**src/verilog/eccc_cfg.svh**
```systemverilog
// constants for the error trap and checksum command block
`ifndef ECCC_CFG_SVH
`define ECCC_CFG_SVH

// opcodes
`define ECCC_OP_UNIT_STATUS   8'h19
`define ECCC_OP_ERROR_CLEAR   8'h1B
`define ECCC_OP_READ_ANY      8'h65
`define ECCC_OP_CHK_COMPUTE   8'h5B
`define ECCC_OP_CHK_SUSPEND   8'h75
`define ECCC_OP_CHK_RESUME    8'h7A

// frame lengths in serial bits, opcode included, and last bit indices within each phase
`define ECCC_BITS_OPCODE      7'd8
`define ECCC_BITS_CHK_FRAME   7'd56
`define ECCC_BITS_MAX         7'h7F
`define ECCC_LAST_ADDR_BIT    6'd23
`define ECCC_LAST_RANGE_BIT   6'd47
`define ECCC_LAST_OP_BIT      6'd7

// array and counter sizes
`define ECCC_ADDR_W           21
`define ECCC_CNT_W            16
`define ECCC_UNIT_LSB         3
`define ECCC_MIN_RANGE        24'h000003

// register addresses seen by the read-any-register command
`define ECCC_RA_STATUS_ONE    24'h000000
`define ECCC_RA_ERR_STATUS    24'h000010
`define ECCC_RA_COUNT_LO      24'h000011
`define ECCC_RA_COUNT_HI      24'h000012
`define ECCC_RA_TRAP_B0       24'h000014
`define ECCC_RA_TRAP_B1       24'h000015
`define ECCC_RA_TRAP_B2       24'h000016
`define ECCC_RA_TRAP_B3       24'h000017

// bit positions and reset values
`define ECCC_BIT_BUSY         0
`define ECCC_BIT_MULTIBIT     4
`define ECCC_BIT_UNIT_FLAG    3
`define ECCC_TRAP_RESET       32'h00000000
`define ECCC_COUNT_RESET      16'h0000

`endif

```
**src/verilog/eccc_pkg.sv**
```systemverilog
// types shared by the error trap and checksum command block
package eccc_pkg;

  // serial frame phases, gray along cmd, addr, dummy, data
  typedef enum logic [2:0] {
    ECCC_SP_CMD   = 3'b000,
    ECCC_SP_ADDR  = 3'b001,
    ECCC_SP_DUMMY = 3'b011,
    ECCC_SP_DATA  = 3'b010,
    ECCC_SP_SKIP  = 3'b110
  } eccc_spi_state_t;

  // checksum engine control, gray along idle, run, suspended
  typedef enum logic [1:0] {
    ECCC_CK_IDLE = 2'b00,
    ECCC_CK_RUN  = 2'b01,
    ECCC_CK_SUSP = 2'b11
  } eccc_chk_state_t;

  // uncorrectable error report from the array read path
  typedef struct packed {
    logic        valid;
    logic [23:0] addr;
  } eccc_err_evt_t;

  // command bundle to the checksum engine
  typedef struct packed {
    logic        start;
    logic        suspend;
    logic        resume;
    logic [23:0] start_addr;
    logic [23:0] end_addr;
  } eccc_chk_cmd_t;

endpackage

```
**src/verilog/eccc_satcnt.sv**
```systemverilog
// saturating event counter with clear, an event beats the clear
`timescale 1ns/1ps

module eccc_satcnt #(
  parameter int W = 16
) (
  input  wire logic         clock,
  input  wire logic         sys_rst,
  input  wire logic         clr,
  input  wire logic         inc,
  output logic      [W-1:0] count
);
  // clear restarts at one when an event lands in the same cycle
  always_ff @(posedge clock or posedge sys_rst) begin
    if (sys_rst) begin
      count <= '0;
    end else if (clr) begin
      count <= inc ? W'(1) : '0;
    end else if (inc && (count != {W{1'b1}})) begin
      count <= count + W'(1);
    end
  end
endmodule

```
**src/verilog/eccc_sync.sv**
```systemverilog
// two flip-flop synchroniser for pin inputs
`timescale 1ns/1ps

module eccc_sync #(
  parameter int W = 1
) (
  input  wire logic         clock,
  input  wire logic         sys_rst,
  input  wire logic [W-1:0] d,
  output logic      [W-1:0] q
);
  logic [W-1:0] meta;  // first stage, read only by q

  // two stages on every edge
  always_ff @(posedge clock or posedge sys_rst) begin
    if (sys_rst) begin
      meta <= '0;
      q    <= '0;
    end else begin
      meta <= d;
      q    <= meta;
    end
  end
endmodule

```
**src/verilog/eccc_top.sv**
```systemverilog
// error trap, unit status, error clear and checksum command logic
`timescale 1ns/1ps
`include "eccc_cfg.svh"

// What this block does
// - 32-bit volatile trap holds uncorrectable error address
// - trap keeps only first address since clear
// - later errors only bump the error counter
// - trap read only by read-any-register command
// - deep power-down empties trap, reads zero after
// - unit status read: opcode, three address bytes
// - low three address bits ignored selecting unit
// - dummy cycles follow memory latency code
// - one status byte out, then host raises select
// - extra clocks give zero data; reissue per unit
// - status bit 3 flags multibit error, rest zero
// - clear opcode wipes flags, trap, counter
// - clear needs no write enable
// - checksum covers main array only
// - compute opcode starts checksum over host range
// - suspend opcode pauses a running checksum
// - resume opcode continues a suspended checksum
// - multibit flag in error status bit four
// - error counter saturates, never wraps
// - single-bit errors corrected silently, never reported
// - busy bit set while checksum runs
module eccc_top #(
  parameter int ADDR_W = `ECCC_ADDR_W,
  parameter int CNT_W  = `ECCC_CNT_W
) (
  input  wire logic                   clock,
  input  wire logic                   sys_rst,
  input  wire logic                   spi_clk,
  input  wire logic                   spi_cs_n,
  input  wire logic                   spi_io0_in,
  output logic                        spi_io1_out,
  output logic                        spi_io1_oe,
  input  wire eccc_pkg::eccc_err_evt_t err_evt,
  input  wire logic                   dpd_active,
  input  wire logic [3:0]             memory_latency_code,
  output logic [ADDR_W-4:0]           unit_query_addr,
  input  wire logic                   unit_multibit_in,
  output eccc_pkg::eccc_chk_cmd_t     chk_cmd,
  input  wire logic                   chk_done,
  output logic                        operation_in_progress,
  output logic                        checksum_suspended,
  output logic                        checksum_abort,
  output logic [31:0]                 first_error_address_trap,
  output logic                        multibit_detect_flag,
  output logic [CNT_W-1:0]            uncorrectable_error_count
);
  import eccc_pkg::*;

  // synchronised pins
  logic [2:0]      pins_s;          // clk, select high-true, data in
  logic            sclk_s;          // serial clock, synchronised
  logic            cs_n_s;          // chip select low, synchronised
  logic            mosi_s;          // serial data in, synchronised
  logic            sclk_q;          // previous serial clock
  logic            cs_n_q;          // previous chip select
  logic            sclk_rise;       // sampling edge inside a frame
  logic            sclk_fall;       // launch edge inside a frame
  logic            cs_rise;         // end of frame

  // frame decoder state
  eccc_spi_state_t sp_state;        // current frame phase
  logic [7:0]      opcode;          // shifted opcode
  logic [5:0]      bit_cnt;         // bits within the phase
  logic [6:0]      total;           // bits in frame, saturating
  logic [47:0]     addr_sh;         // address or range bits
  logic [3:0]      dum_cnt;         // dummy cycles seen
  logic [7:0]      out_sh;          // outgoing byte
  logic            data_started;    // first byte bit launched
  logic [7:0]      next_opcode;     // opcode including this bit
  logic [7:0]      resp_byte;       // byte to return
  logic [23:0]     reg_addr;        // address of the read

  // command strobes, valid in the cs_rise cycle; err_clear also while dpd_active
  logic            clr_cmd;         // error clear
  logic            err_clear;       // clear from command or power-down
  logic            start_cmd;       // checksum compute
  logic            susp_cmd;        // checksum suspend
  logic            resume_cmd;      // checksum resume

  // error tracking
  logic            trap_valid;      // trap already holds a capture
  eccc_chk_state_t ck_state;        // checksum engine control

  // pin synchroniser
  eccc_sync #(
    .W (3)
  ) u_sync (
    .clock   (clock),
    .sys_rst (sys_rst),
    .d       ({spi_clk, ~spi_cs_n, spi_io0_in}),
    .q       (pins_s)
  );

  assign sclk_s = pins_s[2];
  // select rides inverted so the reset value matches its idle level
  assign cs_n_s = ~pins_s[1];
  assign mosi_s = pins_s[0];

  // previous values for edge detection
  always_ff @(posedge clock or posedge sys_rst) begin
    if (sys_rst) begin
      sclk_q <= 1'b0;
      cs_n_q <= 1'b1;
    end else begin
      sclk_q <= sclk_s;
      cs_n_q <= cs_n_s;
    end
  end

  assign sclk_rise = sclk_s & ~sclk_q & ~cs_n_s;
  assign sclk_fall = ~sclk_s & sclk_q & ~cs_n_s;
  assign cs_rise   = cs_n_s & ~cs_n_q;
  assign next_opcode = {opcode[6:0], mosi_s};

  // frame phases, sampled on serial clock rising edges
  always_ff @(posedge clock or posedge sys_rst) begin
    if (sys_rst) begin
      sp_state <= ECCC_SP_CMD;
      opcode   <= 8'h00;
      bit_cnt  <= 6'h00;
      total    <= 7'h00;
      addr_sh  <= 48'h000000000000;
      dum_cnt  <= 4'h0;
    end else if (cs_n_s) begin
      // select high ends any frame; opcode kept for cs_rise decode
      sp_state <= ECCC_SP_CMD;
      bit_cnt  <= 6'h00;
      total    <= 7'h00;
      dum_cnt  <= 4'h0;
    end else if (sclk_rise) begin
      if (total != `ECCC_BITS_MAX) begin
        total <= total + 7'd1;
      end
      unique case (sp_state)
        ECCC_SP_CMD: begin
          opcode <= next_opcode;
          if (bit_cnt == `ECCC_LAST_OP_BIT) begin
            bit_cnt <= 6'h00;
            // only address-taking commands go on to an address phase
            if (next_opcode == `ECCC_OP_UNIT_STATUS ||
                next_opcode == `ECCC_OP_READ_ANY ||
                next_opcode == `ECCC_OP_CHK_COMPUTE) begin
              sp_state <= ECCC_SP_ADDR;
            end else begin
              sp_state <= ECCC_SP_SKIP;
            end
          end else begin
            bit_cnt <= bit_cnt + 6'd1;
          end
        end
        ECCC_SP_ADDR: begin
          addr_sh <= {addr_sh[46:0], mosi_s};
          bit_cnt <= bit_cnt + 6'd1;
          if (opcode == `ECCC_OP_CHK_COMPUTE) begin
            // start and end address, then nothing more to do
            if (bit_cnt == `ECCC_LAST_RANGE_BIT) begin
              sp_state <= ECCC_SP_SKIP;
            end
          end else if (bit_cnt == `ECCC_LAST_ADDR_BIT) begin
            // dummy count from the latency code
            if (memory_latency_code == 4'h0) begin
              sp_state <= ECCC_SP_DATA;
            end else begin
              sp_state <= ECCC_SP_DUMMY;
              dum_cnt  <= 4'h1;
            end
          end
        end
        ECCC_SP_DUMMY: begin
          if (dum_cnt == memory_latency_code) begin
            sp_state <= ECCC_SP_DATA;
          end else begin
            dum_cnt <= dum_cnt + 4'h1;
          end
        end
        ECCC_SP_DATA: begin
          // host bits ignored while the answer is shifted out
        end
        ECCC_SP_SKIP: begin
          // trailing bits only count toward the frame length
        end
      endcase
    end
  end

  // unit index drops the three low bits of the address
  assign unit_query_addr = addr_sh[ADDR_W-1:`ECCC_UNIT_LSB];
  assign reg_addr        = addr_sh[23:0];

  // answer byte for the active read command
  always_comb begin
    resp_byte = 8'h00;
    if (opcode == `ECCC_OP_UNIT_STATUS) begin
      // only the multibit flag bit, all others zero
      resp_byte[`ECCC_BIT_UNIT_FLAG] = unit_multibit_in;
    end else begin
      // trap is only reachable through this command
      unique case (reg_addr)
        `ECCC_RA_STATUS_ONE:
          resp_byte[`ECCC_BIT_BUSY] = operation_in_progress;
        `ECCC_RA_ERR_STATUS:
          resp_byte[`ECCC_BIT_MULTIBIT] = multibit_detect_flag;
        `ECCC_RA_COUNT_LO: resp_byte = uncorrectable_error_count[7:0];
        `ECCC_RA_COUNT_HI: resp_byte = uncorrectable_error_count[15:8];
        `ECCC_RA_TRAP_B0:
          resp_byte = first_error_address_trap[7:0];
        `ECCC_RA_TRAP_B1: resp_byte = first_error_address_trap[15:8];
        `ECCC_RA_TRAP_B2: resp_byte = first_error_address_trap[23:16];
        `ECCC_RA_TRAP_B3: resp_byte = first_error_address_trap[31:24];
        default:          resp_byte = 8'h00;
      endcase
    end
  end

  // output shifter, launched on serial clock falling edges
  always_ff @(posedge clock or posedge sys_rst) begin
    if (sys_rst) begin
      out_sh       <= 8'h00;
      spi_io1_out  <= 1'b0;
      spi_io1_oe   <= 1'b0;
      data_started <= 1'b0;
    end else if (cs_n_s) begin
      spi_io1_oe   <= 1'b0;
      spi_io1_out  <= 1'b0;
      data_started <= 1'b0;
    end else if (sclk_fall && sp_state == ECCC_SP_DATA) begin
      spi_io1_oe <= 1'b1;
      if (!data_started) begin
        // one byte, msb first
        spi_io1_out  <= resp_byte[7];
        out_sh       <= {resp_byte[6:0], 1'b0};
        data_started <= 1'b1;
      end else begin
        // past the byte the line shows zeros, which the host ignores
        spi_io1_out <= out_sh[7];
        out_sh      <= {out_sh[6:0], 1'b0};
      end
    end
  end

  // commands act on select rising after an exact frame length
  assign clr_cmd = cs_rise && opcode == `ECCC_OP_ERROR_CLEAR &&
                   total == `ECCC_BITS_OPCODE;
  assign start_cmd = cs_rise && opcode == `ECCC_OP_CHK_COMPUTE &&
                     total == `ECCC_BITS_CHK_FRAME;
  assign susp_cmd = cs_rise && opcode == `ECCC_OP_CHK_SUSPEND &&
                    total == `ECCC_BITS_OPCODE;
  assign resume_cmd = cs_rise && opcode == `ECCC_OP_CHK_RESUME &&
                      total == `ECCC_BITS_OPCODE;
  assign err_clear = clr_cmd | dpd_active;

  // multibit flag, a report in the clear cycle still sets it
  // single-bit corrections never arrive here, only uncorrectable ones
  always_ff @(posedge clock or posedge sys_rst) begin
    if (sys_rst) begin
      multibit_detect_flag <= 1'b0;
    end else begin
      multibit_detect_flag <= err_evt.valid |
                              (multibit_detect_flag & ~err_clear);
    end
  end

  // first error address trap
  always_ff @(posedge clock or posedge sys_rst) begin
    if (sys_rst) begin
      first_error_address_trap <= `ECCC_TRAP_RESET;
      trap_valid               <= 1'b0;
    end else if (err_evt.valid && (!trap_valid || err_clear)) begin
      // capture only the first unit address since the last clear
      first_error_address_trap <= {8'h00,
        err_evt.addr[23:`ECCC_UNIT_LSB], 3'b000};
      trap_valid               <= 1'b1;
    end else if (err_clear) begin
      // power-down or clear command empties the trap
      first_error_address_trap <= `ECCC_TRAP_RESET;
      trap_valid               <= 1'b0;
    end
  end

  // error counter, later errors only count
  eccc_satcnt #(
    .W (CNT_W)
  ) u_count (
    .clock   (clock),
    .sys_rst (sys_rst),
    .clr     (err_clear),
    .inc     (err_evt.valid),
    .count   (uncorrectable_error_count)
  );

  // checksum engine control
  always_ff @(posedge clock or posedge sys_rst) begin
    if (sys_rst) begin
      ck_state       <= ECCC_CK_IDLE;
      checksum_abort <= 1'b0;
    end else begin
      unique case (ck_state)
        ECCC_CK_IDLE: begin
          if (start_cmd) begin
            // end must be at least three above start
            if (addr_sh[23:0] < addr_sh[47:24] + `ECCC_MIN_RANGE) begin
              checksum_abort <= 1'b1;
            end else begin
              ck_state       <= ECCC_CK_RUN;
              checksum_abort <= 1'b0;
            end
          end
        end
        ECCC_CK_RUN: begin
          // completion beats a suspend that arrives too late
          if (chk_done) begin
            ck_state <= ECCC_CK_IDLE;
          end else if (susp_cmd) begin
            ck_state <= ECCC_CK_SUSP;
          end
        end
        ECCC_CK_SUSP: begin
          if (resume_cmd) begin
            ck_state <= ECCC_CK_RUN;
          end
        end
        default: begin
          ck_state <= ECCC_CK_IDLE;
        end
      endcase
    end
  end

  // command strobes and range to the engine, main array only
  always_ff @(posedge clock or posedge sys_rst) begin
    if (sys_rst) begin
      chk_cmd <= '0;
    end else begin
      chk_cmd.start   <= start_cmd && ck_state == ECCC_CK_IDLE &&
                         !(addr_sh[23:0] < addr_sh[47:24] +
                           `ECCC_MIN_RANGE);
      chk_cmd.suspend <= susp_cmd && ck_state == ECCC_CK_RUN &&
                         !chk_done;
      chk_cmd.resume  <= resume_cmd && ck_state == ECCC_CK_SUSP;
      if (start_cmd && ck_state == ECCC_CK_IDLE) begin
        chk_cmd.start_addr <= {{(24-ADDR_W){1'b0}},
                               addr_sh[24+ADDR_W-1:24]};
        chk_cmd.end_addr   <= {{(24-ADDR_W){1'b0}},
                               addr_sh[ADDR_W-1:0]};
      end
    end
  end

  // busy while running, not while suspended
  assign operation_in_progress = (ck_state == ECCC_CK_RUN);
  assign checksum_suspended    = (ck_state == ECCC_CK_SUSP);
endmodule
```
**config.mk**
```make
export PLATFORM = sky130hd
export DESIGN_NAME = eccc_top
export DESIGN_NICKNAME = d
export VERILOG_FILES = /design/src/verilog/eccc_pkg.sv /design/src/verilog/eccc_satcnt.sv /design/src/verilog/eccc_sync.sv /design/src/verilog/eccc_top.sv
export VERILOG_INCLUDE_DIRS = /design/src /design/src/verilog
export SDC_FILE = /design/constraint.sdc
export NUM_CORES = 1
export LEC_CHECK = 0
export BUFFER_PORTS_ARGS = -buffer_cell sky130_fd_sc_hd__buf_2
export CAP_MARGIN = 30
export CORE_MARGIN = 2
export CORE_UTILIZATION = 43
export DETAILED_ROUTE_END_ITERATION = 8
export SETUP_SLACK_MARGIN = 0.15
export SLEW_MARGIN = 10
export SYNTH_ARGS = -nofsm -noshare
export SYNTH_HDL_FRONTEND = slang
export SYNTH_HIERARCHICAL = 1
export SYNTH_SLANG_ARGS = --single-unit
```
**constraint.sdc**
```tcl
create_clock -name clock -period 6.2 [get_ports clock]
set_input_delay 0.62 -clock clock [delete_from_list [all_inputs] [get_ports clock]]
set_output_delay 0.62 -clock clock [all_outputs]
set_load 0.03 [all_outputs]
```
==> results of run 1 <==
-- cell type report --
| cell class | count | area, sq um |
|---|---|---|
| Clock inverter | 13 | 111 |
| Sequential cell | 180 | 4510 |
| Tap cell | 275 | 344 |
| Timing Repair Buffer | 146 | 776 |
| Multi-Input combinational cell | 605 | 4370 |
| Fill cell | 1933 | 10500 |
| Clock buffer | 19 | 453 |
| Inverter | 27 | 106 |
-- state kept, by name, indices dropped and copies added, names as in the netlist --
register	cells
multibit_detect_flag	1
trap_valid	1
chk_cmd	45
addr_sh	48
cs_n_q	1
bit_cnt	6
u_count/count	16
sp_state	3
dum_cnt	4
spi_io1_out	1
ck_state	2
u_sync/q	3
first_error_address_trap	21
out_sh	7
checksum_abort	1
opcode	8
total	7
sclk_q	1
u_sync/meta	3
data_started	1
-- cells in the final DEF (no fill, tap or decap), drive strengths merged, types with 3 or more instances in the layout --
cell      count
a221oi       12
and2          6
nor4bb        3
nor4b         4
nor2         34
o21ai        37
a211oi        5
o31ai         9
nand3        46
xor2         26
and3         11
and4          4
nand2       100
xnor2         9
ha           33
a21oi        33
nor3b         5
mux2i         8
buf         146
nor2b         7
inv          34
dfrtp       179
nand2b        5
clkbuf       19
nor4          7
mux2         98
or3           8
clkinvlp      5
o41ai         6
nor3         16
conb         17
or4           9
nand4        19
-- cell families after synthesis --
family                   Yosys count  share of synthesized area [%]
other                              1                         0.0403
buffers and inverters             96                           5.50
AO/OA/AOI/OAI                    123                           9.06
flip-flops                       180                           48.4
adder cells (fa/ha/maj)           33                           4.43
multiplexers                     106                           12.7
XOR/XNOR                          35                           3.29
AND/OR/NAND/NOR                  291                           16.6
-- through the flow --
stage	total power [mW]	instances	cell area, sq um	setup WS, ns
after floorplan	1.43	881	9370	1.32
after global placement	1.49	1231	10100	2.27
after detailed placement	1.49	1232	10100	2.18
after CTS	2.54	1264	10600	2.15
after global routing	2.62	1265	10700	1.68
final	2.50	1265	10700	2.17
-- final timing paths --
| kind | start | to | slack [ns] | cells after the start |
|---|---|---|---|---|
| min in group clock | spi_io0_in | u_sync/meta[0]$_DFF_PP0_ | 0.30 | 1 |
| min | sys_rst | u_sync/meta[1]$_DFF_PP0_ | 0.14 | 2 |
| max in group asynchronous | sys_rst | addr_sh[14]$_DFFE_PP0P_ | 4.75 | 4 |
| max | addr_sh[24]$_DFFE_PP0P_ | ck_state[0]$_DFFE_PP0P_ | 2.17 | 14 |
| min reg2reg | u_sync/meta[1]$_DFF_PP0_ | u_sync/q[1]$_DFF_PP0_ | 0.35 | 0 |
| max reg2reg | addr_sh[24]$_DFFE_PP0P_ | ck_state[0]$_DFFE_PP0P_ | 2.17 | 14 |
-- power groups by stage --
stage               sequential (mW)  combinational [mW]  clock, mW
floorplan                      1.30               0.131          0
global placement               1.29               0.193          0
detailed placement             1.29               0.196          0
CTS                            1.27               0.197       1.07
global route                   1.28               0.218       1.13
finish                         1.27               0.195       1.04
-- per-layer routing --
layer | vias to the layer above | global-route usage (%) | routed length, um
met3 | 18 | 4.31 | 971
li1 | 3302 | - | -
met4 | 0 | 5.56 | 239
met1 | 3368 | 26.9 | 9900
met5 | - | 0 | 0
met2 | 167 | 28.4 | 9450
==> results, run 1 <==
- The post-route antenna net violation count is 0.
- In this run, distinct cell masters in the synthesized netlist total 68.
- The fraction of post-synthesis cell area in the top cell type by area is 48.1%.
- The first detailed-routing pass ran for 5 iterations.
- In the final timing run, aggregate negative setup slack is 0 ns.
- The standard cell with the maximum stage delay on the critical path is nor4_1.
- After detailed routing, the number of remaining DRC violations is 0.
- The clock latency on the worst-skew pair is 0.43 ns.
- By instance count, the leading cell after synthesis is dfrtp_1.
- The clock network is responsible for 41.5% of the overall power.
- The internal portion of total power is 1.83 mW.
- The die is 151 um tall.
- In this run the core area contains 53 standard-cell rows.
- The tightest slew margin relative to the limit is 46.1%.
- The half-perimeter wire length after placement is 14200 um.
- The number of placed I/O pins is 160.
- After detailed routing, the average wire length per cell comes to 16.3 um.
- The number of input and output port buffers inserted is 139.
- For the pin with the worst max-slew slack, the measured transition is 0.788 ns.
- In this run the number of H-tree levels came out at 4.
- Counting flops with a built-in enable in the synthesized netlist gives 0.
- Summed over all nets, the switching power comes to 0.670 mW.
- The number of antenna violations at the first check in global routing is 0.
- The post-cts hold buffer count is 0.
- The layout overhead on the synthesized area is 14.5%.
- The floorplan die width is 151 um.
- The number of sinks on the clock net is 180.
- The number of setup violations in the final report is 0.
- Averaged over all synthesized cells, the footprint is 10.8 sq um.
- The aggregate global-route resource usage is 18.7%.
- The longest individual stage delay on the worst path is 0.47 ns.
- Post-CTS repair changed the size of 0 cells.
- After clock tree synthesis, the clock-pin slew on the worst setup and hold paths is 0.07 ns.
- The flow ran to the end, and the final reports show no timing, DRC or antenna violations.
- Setup repair after global routing left no endpoint under its margin.
- The root buffer cell is clkbuf_16.
- The count of final hold-check violations was 0.
- The share of total power dissipated in sequential elements is 50.7%.
- After global routing the overflow that remains totals 0.
- The required time of the critical path is 6.51 ns.
- The floorplan step defined a core boundary enclosing 21200 sq um.
- Derived from the worst setup path, the maximum achievable clock frequency is 248 MHz.
- The smallest clock period supported by the final layout is computed as 4.03 ns.
- The clock skew is 0.0108 ns.
- By area the synthesized netlist is led by dfrtp_1 (48%), mux2_2 (12%), ha_1 (4.4%).
- The synthesized instance count is 865.
- STA classifies the critical path startpoint as a register.
- STA classifies the critical path endpoint as a register.
- Once the floorplan was initialized, standard cells occupied 44.0% of the core.
- The period utilization is 65.1%.
- The final estimated routing congestion in global placement is 0.771.
- Broken down by cell family, the worst path's largest delay share belongs to simple AND/OR/NAND/NOR gates.
- The overall die area is 22800 sq um.
- The via count is 6855.
- Across the VDD grid, the largest voltage drop is 184 uV.
- Dividing total power by cell area gives a power density of 235 nW/um^2.
- The pin count of the biggest net entering global routing is 90.
- Along the worst path, the maximum fanout reaches 5.
- The number of vias per cell after detailed routing is 5.42.
- The net count of the finished layout is 1047.
- Sequential elements use 48.4% of the synthesized area.
- The combinational fraction of design power is 7.8%.
- Synthesis inferred 180 register bits.
- The startpoint-to-endpoint class of the critical path is reg2reg.
- Traced cell by cell, the critical path runs through inv_1, ha_1, nor3_1, nand3_1, nor2_1, nand4_1, xor2_1, ha_1, nand4_1, nor4_1, nand2_1, o21ai_0, o21ai_0, mux2_2.
- The number of buffers created by CTS is 17.
- The count of final max-slew check failures is 0.
- The number of setup buffers added after CTS is 0.
- The first global-routing pass estimated 33900 um of wire.
- The via count of the first global-routing pass came to 6564.
- The number of warnings printed during yosys synthesis is 6.
- For this run, the share of the core covered by cells in the final layout is 50.4%.
- The type of the worst min-delay path is in2async.
- dfrtp_1 takes more of the synthesized area than any other cell.
- The share of synthesized registers carrying an async set or reset is 100%.
- The hold slack is 0.135 ns.
- The total leakage power is 5.24 nW.
- 0 antenna diodes ended up in the layout.
- The number of buffers and inverters on the critical path is 1.
- The fraction of power spent switching nets is 26.8%.
- The DRC marker count from the first detailed-route iteration is 350.
- The post-detailed-routing wire length is 20600 um.
- The data arrival time at the worst-slack endpoint is 4.35 ns.
- The TritonCTS clock tree is done.
- The clock passes through at most 2 buffers.
- In the final layout, the share of cells above drive strength 1 is 30.1%.
- After synthesis, the most frequently instantiated cells are dfrtp_1 (179), nand2_1 (100), mux2_2 (98), nand3_1 (46), buf_4 (35).
- The cell area that synthesis handed to floorplanning was 9310 sq um.
- Across the run, the number of max-cap violations was 0.
- For this run, the leading register cell type out of synthesis is dfrtp_1.
No activity file was read; power rests on OpenSTA's default activity.
==> inputs of run 2 (changes only) <==
--- a/config.mk
+++ b/config.mk
@@ -6,6 +6,7 @@
 export SDC_FILE = /design/constraint.sdc
 export NUM_CORES = 1
 export LEC_CHECK = 0
+export ABC_AREA = 1
 export BUFFER_PORTS_ARGS = -buffer_cell sky130_fd_sc_hd__buf_2
 export CAP_MARGIN = 30
 export CORE_MARGIN = 2
==> constraint.sdc (replaced) <==
create_clock -name clock -period 4.2 [get_ports clock]
set_input_delay 0.42 -clock clock [delete_from_list [all_inputs] [get_ports clock]]
set_output_delay 0.42 -clock clock [all_outputs]
set_load 0.03 [all_outputs]
==> results, run 2 <==
- The flow ran to the end, and the final reports show no timing, DRC or antenna violations.
- The synthesized instance count came to 1218 (+41%).
- The DRC marker count from the first detailed-route iteration is 554 (+58%).
- The proportion of synthesized area in mux cells is 0.232% (-12 points).
- The share of synthesized registers carrying an async set or reset is 100% (unchanged).
- The register containing the most flip-flops in the final layout is addr_sh.
- The number of buffers created by CTS is 17 (unchanged).
- The via count is 8019 (+17%).
- Ranked by total cell area, the synthesized netlist is headed by dfrtp_1 (46%), nand2_1 (13%), o21ai_0 (5.8%).
- The number of antenna violations at the first check in global routing is 0 (unchanged).
- The floorplan die width is 154 um (+2.0%).
- The power density over cell area is 337 nW/um^2 (+44%).
- The initial core utilization was 44.2% (+0.14 points).
- The deepest clock path buffer count is 2 (unchanged).
- The number of synthesized register bits is 180 (unchanged).
- TritonCTS built the clock tree.
- The hold slack is 0.0949 ns (-0.0402 ns).
- Leaving out fill and tap cells, the most frequent cells in the layout are nand2_1 (338), dfrtp_1 (179), buf_2 (139).
- The commonest cells after synthesis are nand2_1 (339), dfrtp_1 (179), inv_1 (127), o21ai_0 (112), nand3_1 (88).
- The longest individual stage delay on the worst path is 0.37 ns (-0.10 ns).
- The final total power was 3.72 mW (+49%).
- The number of setup buffers added after CTS is 0 (unchanged).
- The final-layout setup total negative slack is 0 ns (unchanged).
- The remaining routing DRC violations is 0 (unchanged).
- The parity-gate share of the synthesized area counting xor and xnor cells is 2.62% (-0.67 points).
- The tree is rooted in a clkbuf_16.
- The worst ir drop on vdd is 255 uV (+38%).
- The final estimated routing congestion in global placement came to 0.883 (+15%).
- Yosys instantiated no cell more often than nand2_1.
- The standard cell core area is 22000 sq um (+3.8%).
- The number of vias per cell after detailed routing came to 4.93 (-8.9%).
- The number of input and output port buffers inserted was 139 (unchanged).
- The post-detailed-routing wire length was 23000 um (+12%).
- The path class of the tightest hold or removal check is in2reg.
- The count of final max-slew check failures came to 0 (unchanged).
- The count of TritonRoute iterations in the first routing pass was 5 (unchanged).
- The clock-pin slew on the worst setup and hold paths is 0.07 ns (about the same).
- The half-perimeter wire length after placement is 17000 um (+20%).
- Setup repair after global routing left no endpoint under its margin.
- By startpoint and endpoint, the worst setup path is classified as reg2reg.
- The post-cts hold buffer count came to 1 (+1).
- The overall die area is 23800 sq um (+4.0%).
- The mapped cell area was 9700 sq um (+4.1%).
- The overflow left after global routing is 0 (unchanged).
- The average size of a mapped cell came to 7.96 sq um (-26%).
- The aggregate global-route resource usage is 20.0% (+1.2 points).
- The clock skew is 0.00775 ns (-0.00310 ns).
- The number of placed I/O pins came to 160 (unchanged).
- The data arrival time at the worst-slack endpoint is 3.34 ns (-1.01 ns).
- The pin count of the biggest net entering global routing is 62 (-31%).
- The clock latency on the worst-skew pair is 0.43 ns (about the same).
- The number of H-tree branching levels is 4 (unchanged).
- The number of cell rows is 54 (+1.9%).
- The die height is 154 um (+2.0%).
- The most frequent standard cell in the layout excluding fill and tap cells is nand2_1.
- The tightest slew margin relative to the limit is 46.5% (+0.35 points).
- The period utilization is 71.9% (+6.8 points).
- The distinct cell type count after synthesis was 43 (-37%).
- The largest registers in the layout are addr_sh x48, chk_cmd x45, first_error_address_trap x21.
- The share of synthesized area occupied by flip-flops and latches was 46.5% (-1.9 points).
- The layout overhead on the synthesized area is 13.8%.
- The compound-cell area share of the yosys netlist came to 9.34% (+0.29 points).
- The first-pass GRT wire length is 38400 um (+13%).
- The most used cell along the critical path is nand2_1.
- The count of buffering cells on the critical path with inverters included is 1 (unchanged).
- The fraction of post-synthesis cell area in the top cell type by area came to 46.2% (-1.9 points).
- The via count of the first global-routing pass is 7494 (+14%).
- By area, the combinational part of the netlist is dominated by simple AND/OR/NAND/NOR gates.
- The number of max-cap violations came to 0 (unchanged).
- The slew at the pin with the worst max-slew slack is 0.800 ns (+0.0123 ns).
- The number of setup violations in the final report was 0 (unchanged).
- The count of antenna diodes in the layout is 0 (unchanged).
- The worst-path maximum fanout is 4 (-1).
- The flip-flop count of the largest register, all copies and words added is 48 (unchanged).
- The simple-gate area share of the yosys netlist was 27.5% (+11 points).
- The leading area contributor after synthesis is dfrtp_1.
- The largest individual stage delay along the critical path comes from the cell dfrtp_1.
- The number of sinks on the clock net is 180 (unchanged).
- The startpoint type of the worst setup path is a register.
- The dominant register cell in the synthesized netlist is dfrtp_1.
- The minimum period implied by the final worst setup slack is 3.02 ns (-1.02 ns).
- The count of final hold-check violations came to 0 (unchanged).
- The share of layout cells above drive strength 1 came to 16.5% (-14 points).
- The total of cells resized after clock tree synthesis is 0 (unchanged).
- The number of warnings printed during yosys synthesis was 6 (unchanged).
- The area share of fa/ha/maj cells after synthesis was 4.26% (-0.18 points).
- The highest achievable clock rate is 331 MHz (+34%).
- The routed length per instance is 14.2 um (-13%).
- The kind of end point of the critical path is a register.
- The critical path goes through inv_1, ha_1, nor3_4, nand2_2, nor2_4, nand3_2, nor2_4, nand2_1, xor2_1, ha_1, nand2_1, nor2_1, nand4_1, nor2_1, nand2_1, nand3_1, nand3_1, nand2_1, nand2_1.
- The required time of the critical path came to 4.53 ns (-1.98 ns).
- The post-route antenna net violation count is 0 (unchanged).
- The gate family responsible for the most delay along the worst path is simple AND/OR/NAND/NOR gates.
- The count of flip-flops with a built-in enable after synthesis is 0 (unchanged).
- The total leakage power was 5.53 nW (+5.6%).
- The total number of nets in the final design is 1402 (+34%).
run 2: cell count changes after synthesis, moves of 12 or more:
cell,delta
a221oi_1,-12
o21ai_0,+80
mux2_2,-96
inv_1,+100
nand2_1,+239
nor2_1,+53
nand3_1,+42
run 2: logic make-up (layout without fill, tap and decap cells):
| group | after synthesis | after routing |
|---|---|---|
| other | 1 | 17 |
| buffers and inverters | 198 | 309 |
| DFF | 180 | 180 |
| xor gates and xnor gates | 29 | 29 |
| AOI/OAI and AO/OA | 175 | 175 |
| adders and majority gates | 33 | 33 |
| and+or+nand+nor | 600 | 600 |
| muxes | 2 | 2 |
run 2: layout make-up:
type | instances | area (sq um)
Sequential cell | 180 | 4510
Fill cell | 2169 | 10900
Multi-Input combinational cell | 856 | 4330
Timing Repair Buffer | 147 | 758
Tap cell | 280 | 350
Clock buffer | 19 | 453
Inverter | 130 | 492
Clock inverter | 13 | 148
run 2: metal layers:
layer	up-vias	wire (um)	track usage (%)
met5	-	0	0
met2	194	10900	32.6
met1	3681	10800	27.6
met4	0	303	5.16
li1	4122	-	-
met3	22	1010	3.64
run 2: through the flow:
step	util (%)	std cells	instance area, sq um	setup slack (ns)
2_1_floorplan	-	1234	9760	1.57
3_3_place_gp	47.5	1592	10400	1.25
3_5_place_dp	47.5	1592	10400	1.21
4_1_cts	50.2	1625	11000	1.16
5_1_grt	50.2	1625	11000	0.888
6_report	50.2	1625	11000	1.18
run 2: report_power, final:
| part | total, mW | internal, mW | switching [mW] |
|---|---|---|---|
| clock network | 1.63 | 0.921 | 0.713 |
| logic | 0.258 | 0.0655 | 0.192 |
| registers | 1.83 | 1.78 | 0.0491 |
run 2: final timing paths:
| path | from | end | slack [ns] | cells after the start |
|---|---|---|---|---|
| worst min register to register | u_sync/meta[1]$_DFF_PP0_ | u_sync/q[1]$_DFF_PP0_ | 0.36 | 0 |
| worst max register to register | addr_sh[24]$_DFFE_PP0P_ | ck_state[1]$_DFFE_PP0P_ | 1.18 | 19 |
| worst min-delay path | spi_clk | u_sync/meta[2]$_DFF_PP0_ | 0.09 | 1 |
| min in group asynchronous | sys_rst | u_sync/meta[1]$_DFF_PP0_ | 0.49 | 3 |
| max in group asynchronous | sys_rst | addr_sh[5]$_DFFE_PP0P_ | 2.57 | 4 |
| worst max-delay path | addr_sh[24]$_DFFE_PP0P_ | ck_state[1]$_DFFE_PP0P_ | 1.18 | 19 |
==> inputs of run 3 (changes only) <==
--- a/config.mk
+++ b/config.mk
@@ -6,12 +6,13 @@
 export SDC_FILE = /design/constraint.sdc
 export NUM_CORES = 1
 export LEC_CHECK = 0
-export ABC_AREA = 1
+export ABC_AREA = 0
 export BUFFER_PORTS_ARGS = -buffer_cell sky130_fd_sc_hd__buf_2
 export CAP_MARGIN = 30
 export CORE_MARGIN = 2
 export CORE_UTILIZATION = 43
 export DETAILED_ROUTE_END_ITERATION = 8
+export PLACE_DENSITY = 0.66
 export SETUP_SLACK_MARGIN = 0.15
 export SLEW_MARGIN = 10
 export SYNTH_ARGS = -nofsm -noshare
==> constraint.sdc (replaced) <==
create_clock -name clock -period 2.6 [get_ports clock]
set_input_delay 0.26 -clock clock [delete_from_list [all_inputs] [get_ports clock]]
set_output_delay 0.26 -clock clock [all_outputs]
set_load 0.03 [all_outputs]
==> results, run 3 (synthesized netlist as in run 1, its figures left out) <==
- The total leakage power is 5.65 nW (+2.1%).
- The number of input and output port buffers inserted is 139 (unchanged).
- The number of cell rows was 53 (-1.9%).
- The via count of the first global-routing pass was 6738 (-10%).
- The number of sinks on the clock net came to 180 (unchanged).
- The setup slack after layout is -0.338 ns (-1.52 ns).
- The standard cell core area was 21200 sq um (-3.7%).
- The data arrival time at the worst-slack endpoint is 3.26 ns (-0.08 ns).
- The routed length per instance came to 15.8 um (+12%).
- The worst ir drop on vdd came to 436 uV (+71%).
- The cell that appears most often on the critical path is buf_4.
- The root buffer cell is clkbuf_16.
- The startpoint type of the worst setup path is a register.
- For this design, the slowest cell found on the critical path is dfrtp_1.
- The fraction of power spent switching nets was 25.7% (+0.026 points).
- The die height came to 151 um (-2.0%).
- The kind of end point of the critical path is a register.
- The number of H-tree branching levels is 4 (unchanged).
- The final estimated routing congestion in global placement was 0.824 (-6.6%).
- The clock latency on the worst-skew pair came to 0.43 ns (about the same).
- The DRC marker count from the first detailed-route iteration is 345 (-38%).
- The worst flop-to-flop path startpoint is addr_sh[26]$_DFFE_PP0P_.
- The count of TritonRoute iterations in the first routing pass is 5 (unchanged).
- The relative contribution of the clock network to total power came to 43.0% (-0.9 points).
- The clock skew is 0.0130 ns (+0.00525 ns).
- The initial core utilization was 44.0% (-0.14 points).
- The number of antenna violations at the first check in global routing came to 0 (unchanged).
- The net load switching power is 1.58 mW (+65%).
- The sequential fraction of design power came to 49.2% (about the same).
- The aggregate global-route resource usage is 19.2% (-0.80 points).
- The worst hold path belongs to the class in2reg.
- Leaving out fill and tap cells, the most frequent cells in the layout are dfrtp_1 (179), buf_2 (139), nand2_1 (99).
- The slew at the pin with the worst max-slew slack was 0.678 ns (-0.122 ns).
- The first-pass GRT wire length is 34600 um (-9.8%).
- The worst-path maximum fanout is 2 (-2).
- The floorplan die width is 151 um (-2.0%).
- Setup repair after global routing could not meet its margin everywhere.
- The total number of nets in the final design was 1118 (-20%).
- The count of final max-slew check failures came to 0 (unchanged).
- The power density over cell area is 542 nW/um^2 (+61%).
- The required time of the critical path is 2.92 ns (-1.61 ns).
- The flip-flop count of the largest register, all copies and words added came to 48 (unchanged).
- The count of antenna diodes in the layout is 0 (unchanged).
- The highest achievable clock rate is 340 MHz (+2.7%).
- The layout overhead on the synthesized area is 21.8%.
- The worst hold path begins at err_evt[8].
- The count of buffering cells on the critical path with inverters included is 2 (+1).
- The minimum period implied by the final worst setup slack is 2.94 ns (-0.0799 ns).
- The most critical setup path has its startpoint at addr_sh[26]$_DFFE_PP0P_.
- The final total power is 6.15 mW (+65%).
- The run finished, with violations left.
- The remaining routing DRC violations is 0 (unchanged).
- The longest individual stage delay on the worst path came to 0.35 ns (-0.02 ns).
- The share of layout cells above drive strength 1 is 35.9% (+19 points).
- The critical path goes through nand4_1, buf_4, nor3_4, nand3_2, nor2_2, buf_4, nand2_2, xor2_1, ha_1, nand2_1, o21ai_0, a221oi_2, nand3_1, o21ai_2, mux2_2.
- The post-detailed-routing wire length came to 21100 um (-8.3%).
- The via count was 7098 (-11%).
- The pin count of the biggest net entering global routing was 72 (+16%).
- The count of fill cells added during filler insertion is 1870 (-14%).
- The register containing the most flip-flops in the final layout is addr_sh.
- The tightest slew margin relative to the limit is 54.7% (+8.2 points).
- The clock-pin slew on the worst setup and hold paths is 0.07 ns (about the same).
- Leaving out fill and tap cells, the most frequent cell in the layout is dfrtp_1.
- The half-perimeter wire length after placement came to 15100 um (-11%).
- The TritonCTS clock tree is done.
- The worst setup path is of the reg2reg kind.
- The number of vias per cell after detailed routing is 5.31 (+7.7%).
- The final-layout setup total negative slack is -1.19 ns (-1.19 ns).
- The number of setup violations in the final report came to 4 (+4).
- The combinational fraction of design power is 7.8% (+0.9 points).
- The overall die area is 22800 sq um (-3.9%).
- The number of buffers created by CTS is 17 (unchanged).
- The overflow left after global routing was 0 (unchanged).
- The post-route antenna net violation count is 0 (unchanged).
- The internal portion of total power is 4.57 mW (+65%).
- The number of max-cap violations is 0 (unchanged).
- The period utilization is 113% (+41 points).
- The largest registers in the layout are addr_sh x48, chk_cmd x45, first_error_address_trap x21.
- The count of final hold-check violations is 0 (unchanged).
- In this design, the largest share of critical-path delay is due to simple AND/OR/NAND/NOR gates.
- The number of placed I/O pins came to 160 (unchanged).
- The checks that failed: negative setup slack.
- The deepest clock path buffer count is 2 (unchanged).
[run 3: metal layers]
metal  track usage [%]  share of wire, %  vias to the layer above
met2              30.3                47                      173
met4              5.28               1.3                        0
li1                  -                 -                     3437
met3              3.67               4.6                       20
met5                 0                 0                        -
met1              27.0                47                     3468
[run 3: worst paths after layout]
path,end,slack (ns),depth (start not counted)
max in group asynchronous,cs_n_q$_DFF_PP1_,1.40,4
max,ck_state[0]$_DFFE_PP0P_,-0.34,15
min in group asynchronous,u_sync/meta[2]$_DFF_PP0_,0.34,3
max reg2reg,ck_state[0]$_DFFE_PP0P_,-0.34,15
min,first_error_address_trap[8]$_DFFE_PP0P_,0.02,3
min reg2reg,u_sync/q[2]$_DFF_PP0_,0.35,0
[run 3: final cells by class]
class	count	area (sq um)	area share (%)
clock buffers	20	457	4.03
well taps	275	344	3.03
inverters	27	105	0.927
multi-input cells	605	4460	39.3
clock inverters	12	143	1.26
repair buffers	217	1330	11.7
flip-flops and latches	180	4510	39.7
[run 3: power by group through the flow]
stage | logic [mW] | registers, mW | clock network [mW]
after global routing | 0.529 | 3.04 | 2.81
after CTS | 0.486 | 3.02 | 2.70
after global placement | 0.471 | 3.07 | 0
final | 0.479 | 3.03 | 2.64
after floorplan | 0.312 | 3.10 | 0
after detailed placement | 0.480 | 3.08 | 0
[run 3: worst register-to-register path, delay by kind of cell, from the launching register on]
kind                     cells  cell delay, ns
buffers and inverters        2            0.31
adder cells (fa/ha/maj)      1            0.31
flip-flops                   1            0.35
AND/OR/NAND/NOR              7            0.85
XOR/XNOR                     1            0.14
multiplexers                 1            0.34
AO/OA/AOI/OAI                3            0.55
[run 3: per-stage QoR]
stage | setup WS (ns) | hold slack (ns) | utilization, % | area (sq um) | instances
after floorplan | -0.309 | 0.0510 | - | 9400 | 881
after global placement | -0.381 | 0.210 | 50.1 | 10600 | 1294
after detailed placement | -0.457 | 0.225 | 50.1 | 10600 | 1294
after CTS | -0.346 | 0.00150 | 53.4 | 11300 | 1333
after global routing | -0.559 | 0.0123 | 53.6 | 11300 | 1336
final | -0.338 | 0.0157 | 53.6 | 11300 | 1336
[run 3: what timing repair did]
item | in CTS | in global routing
resized for setup | 11 | 2
hold buffers | 4 | 0
buffers inserted | 3 | 3
pin swaps | 10 | 4
gates cloned | 0 | 0
endpoints found under the hold margin | 44 | 0
endpoints found under the setup margin | 6 | 7
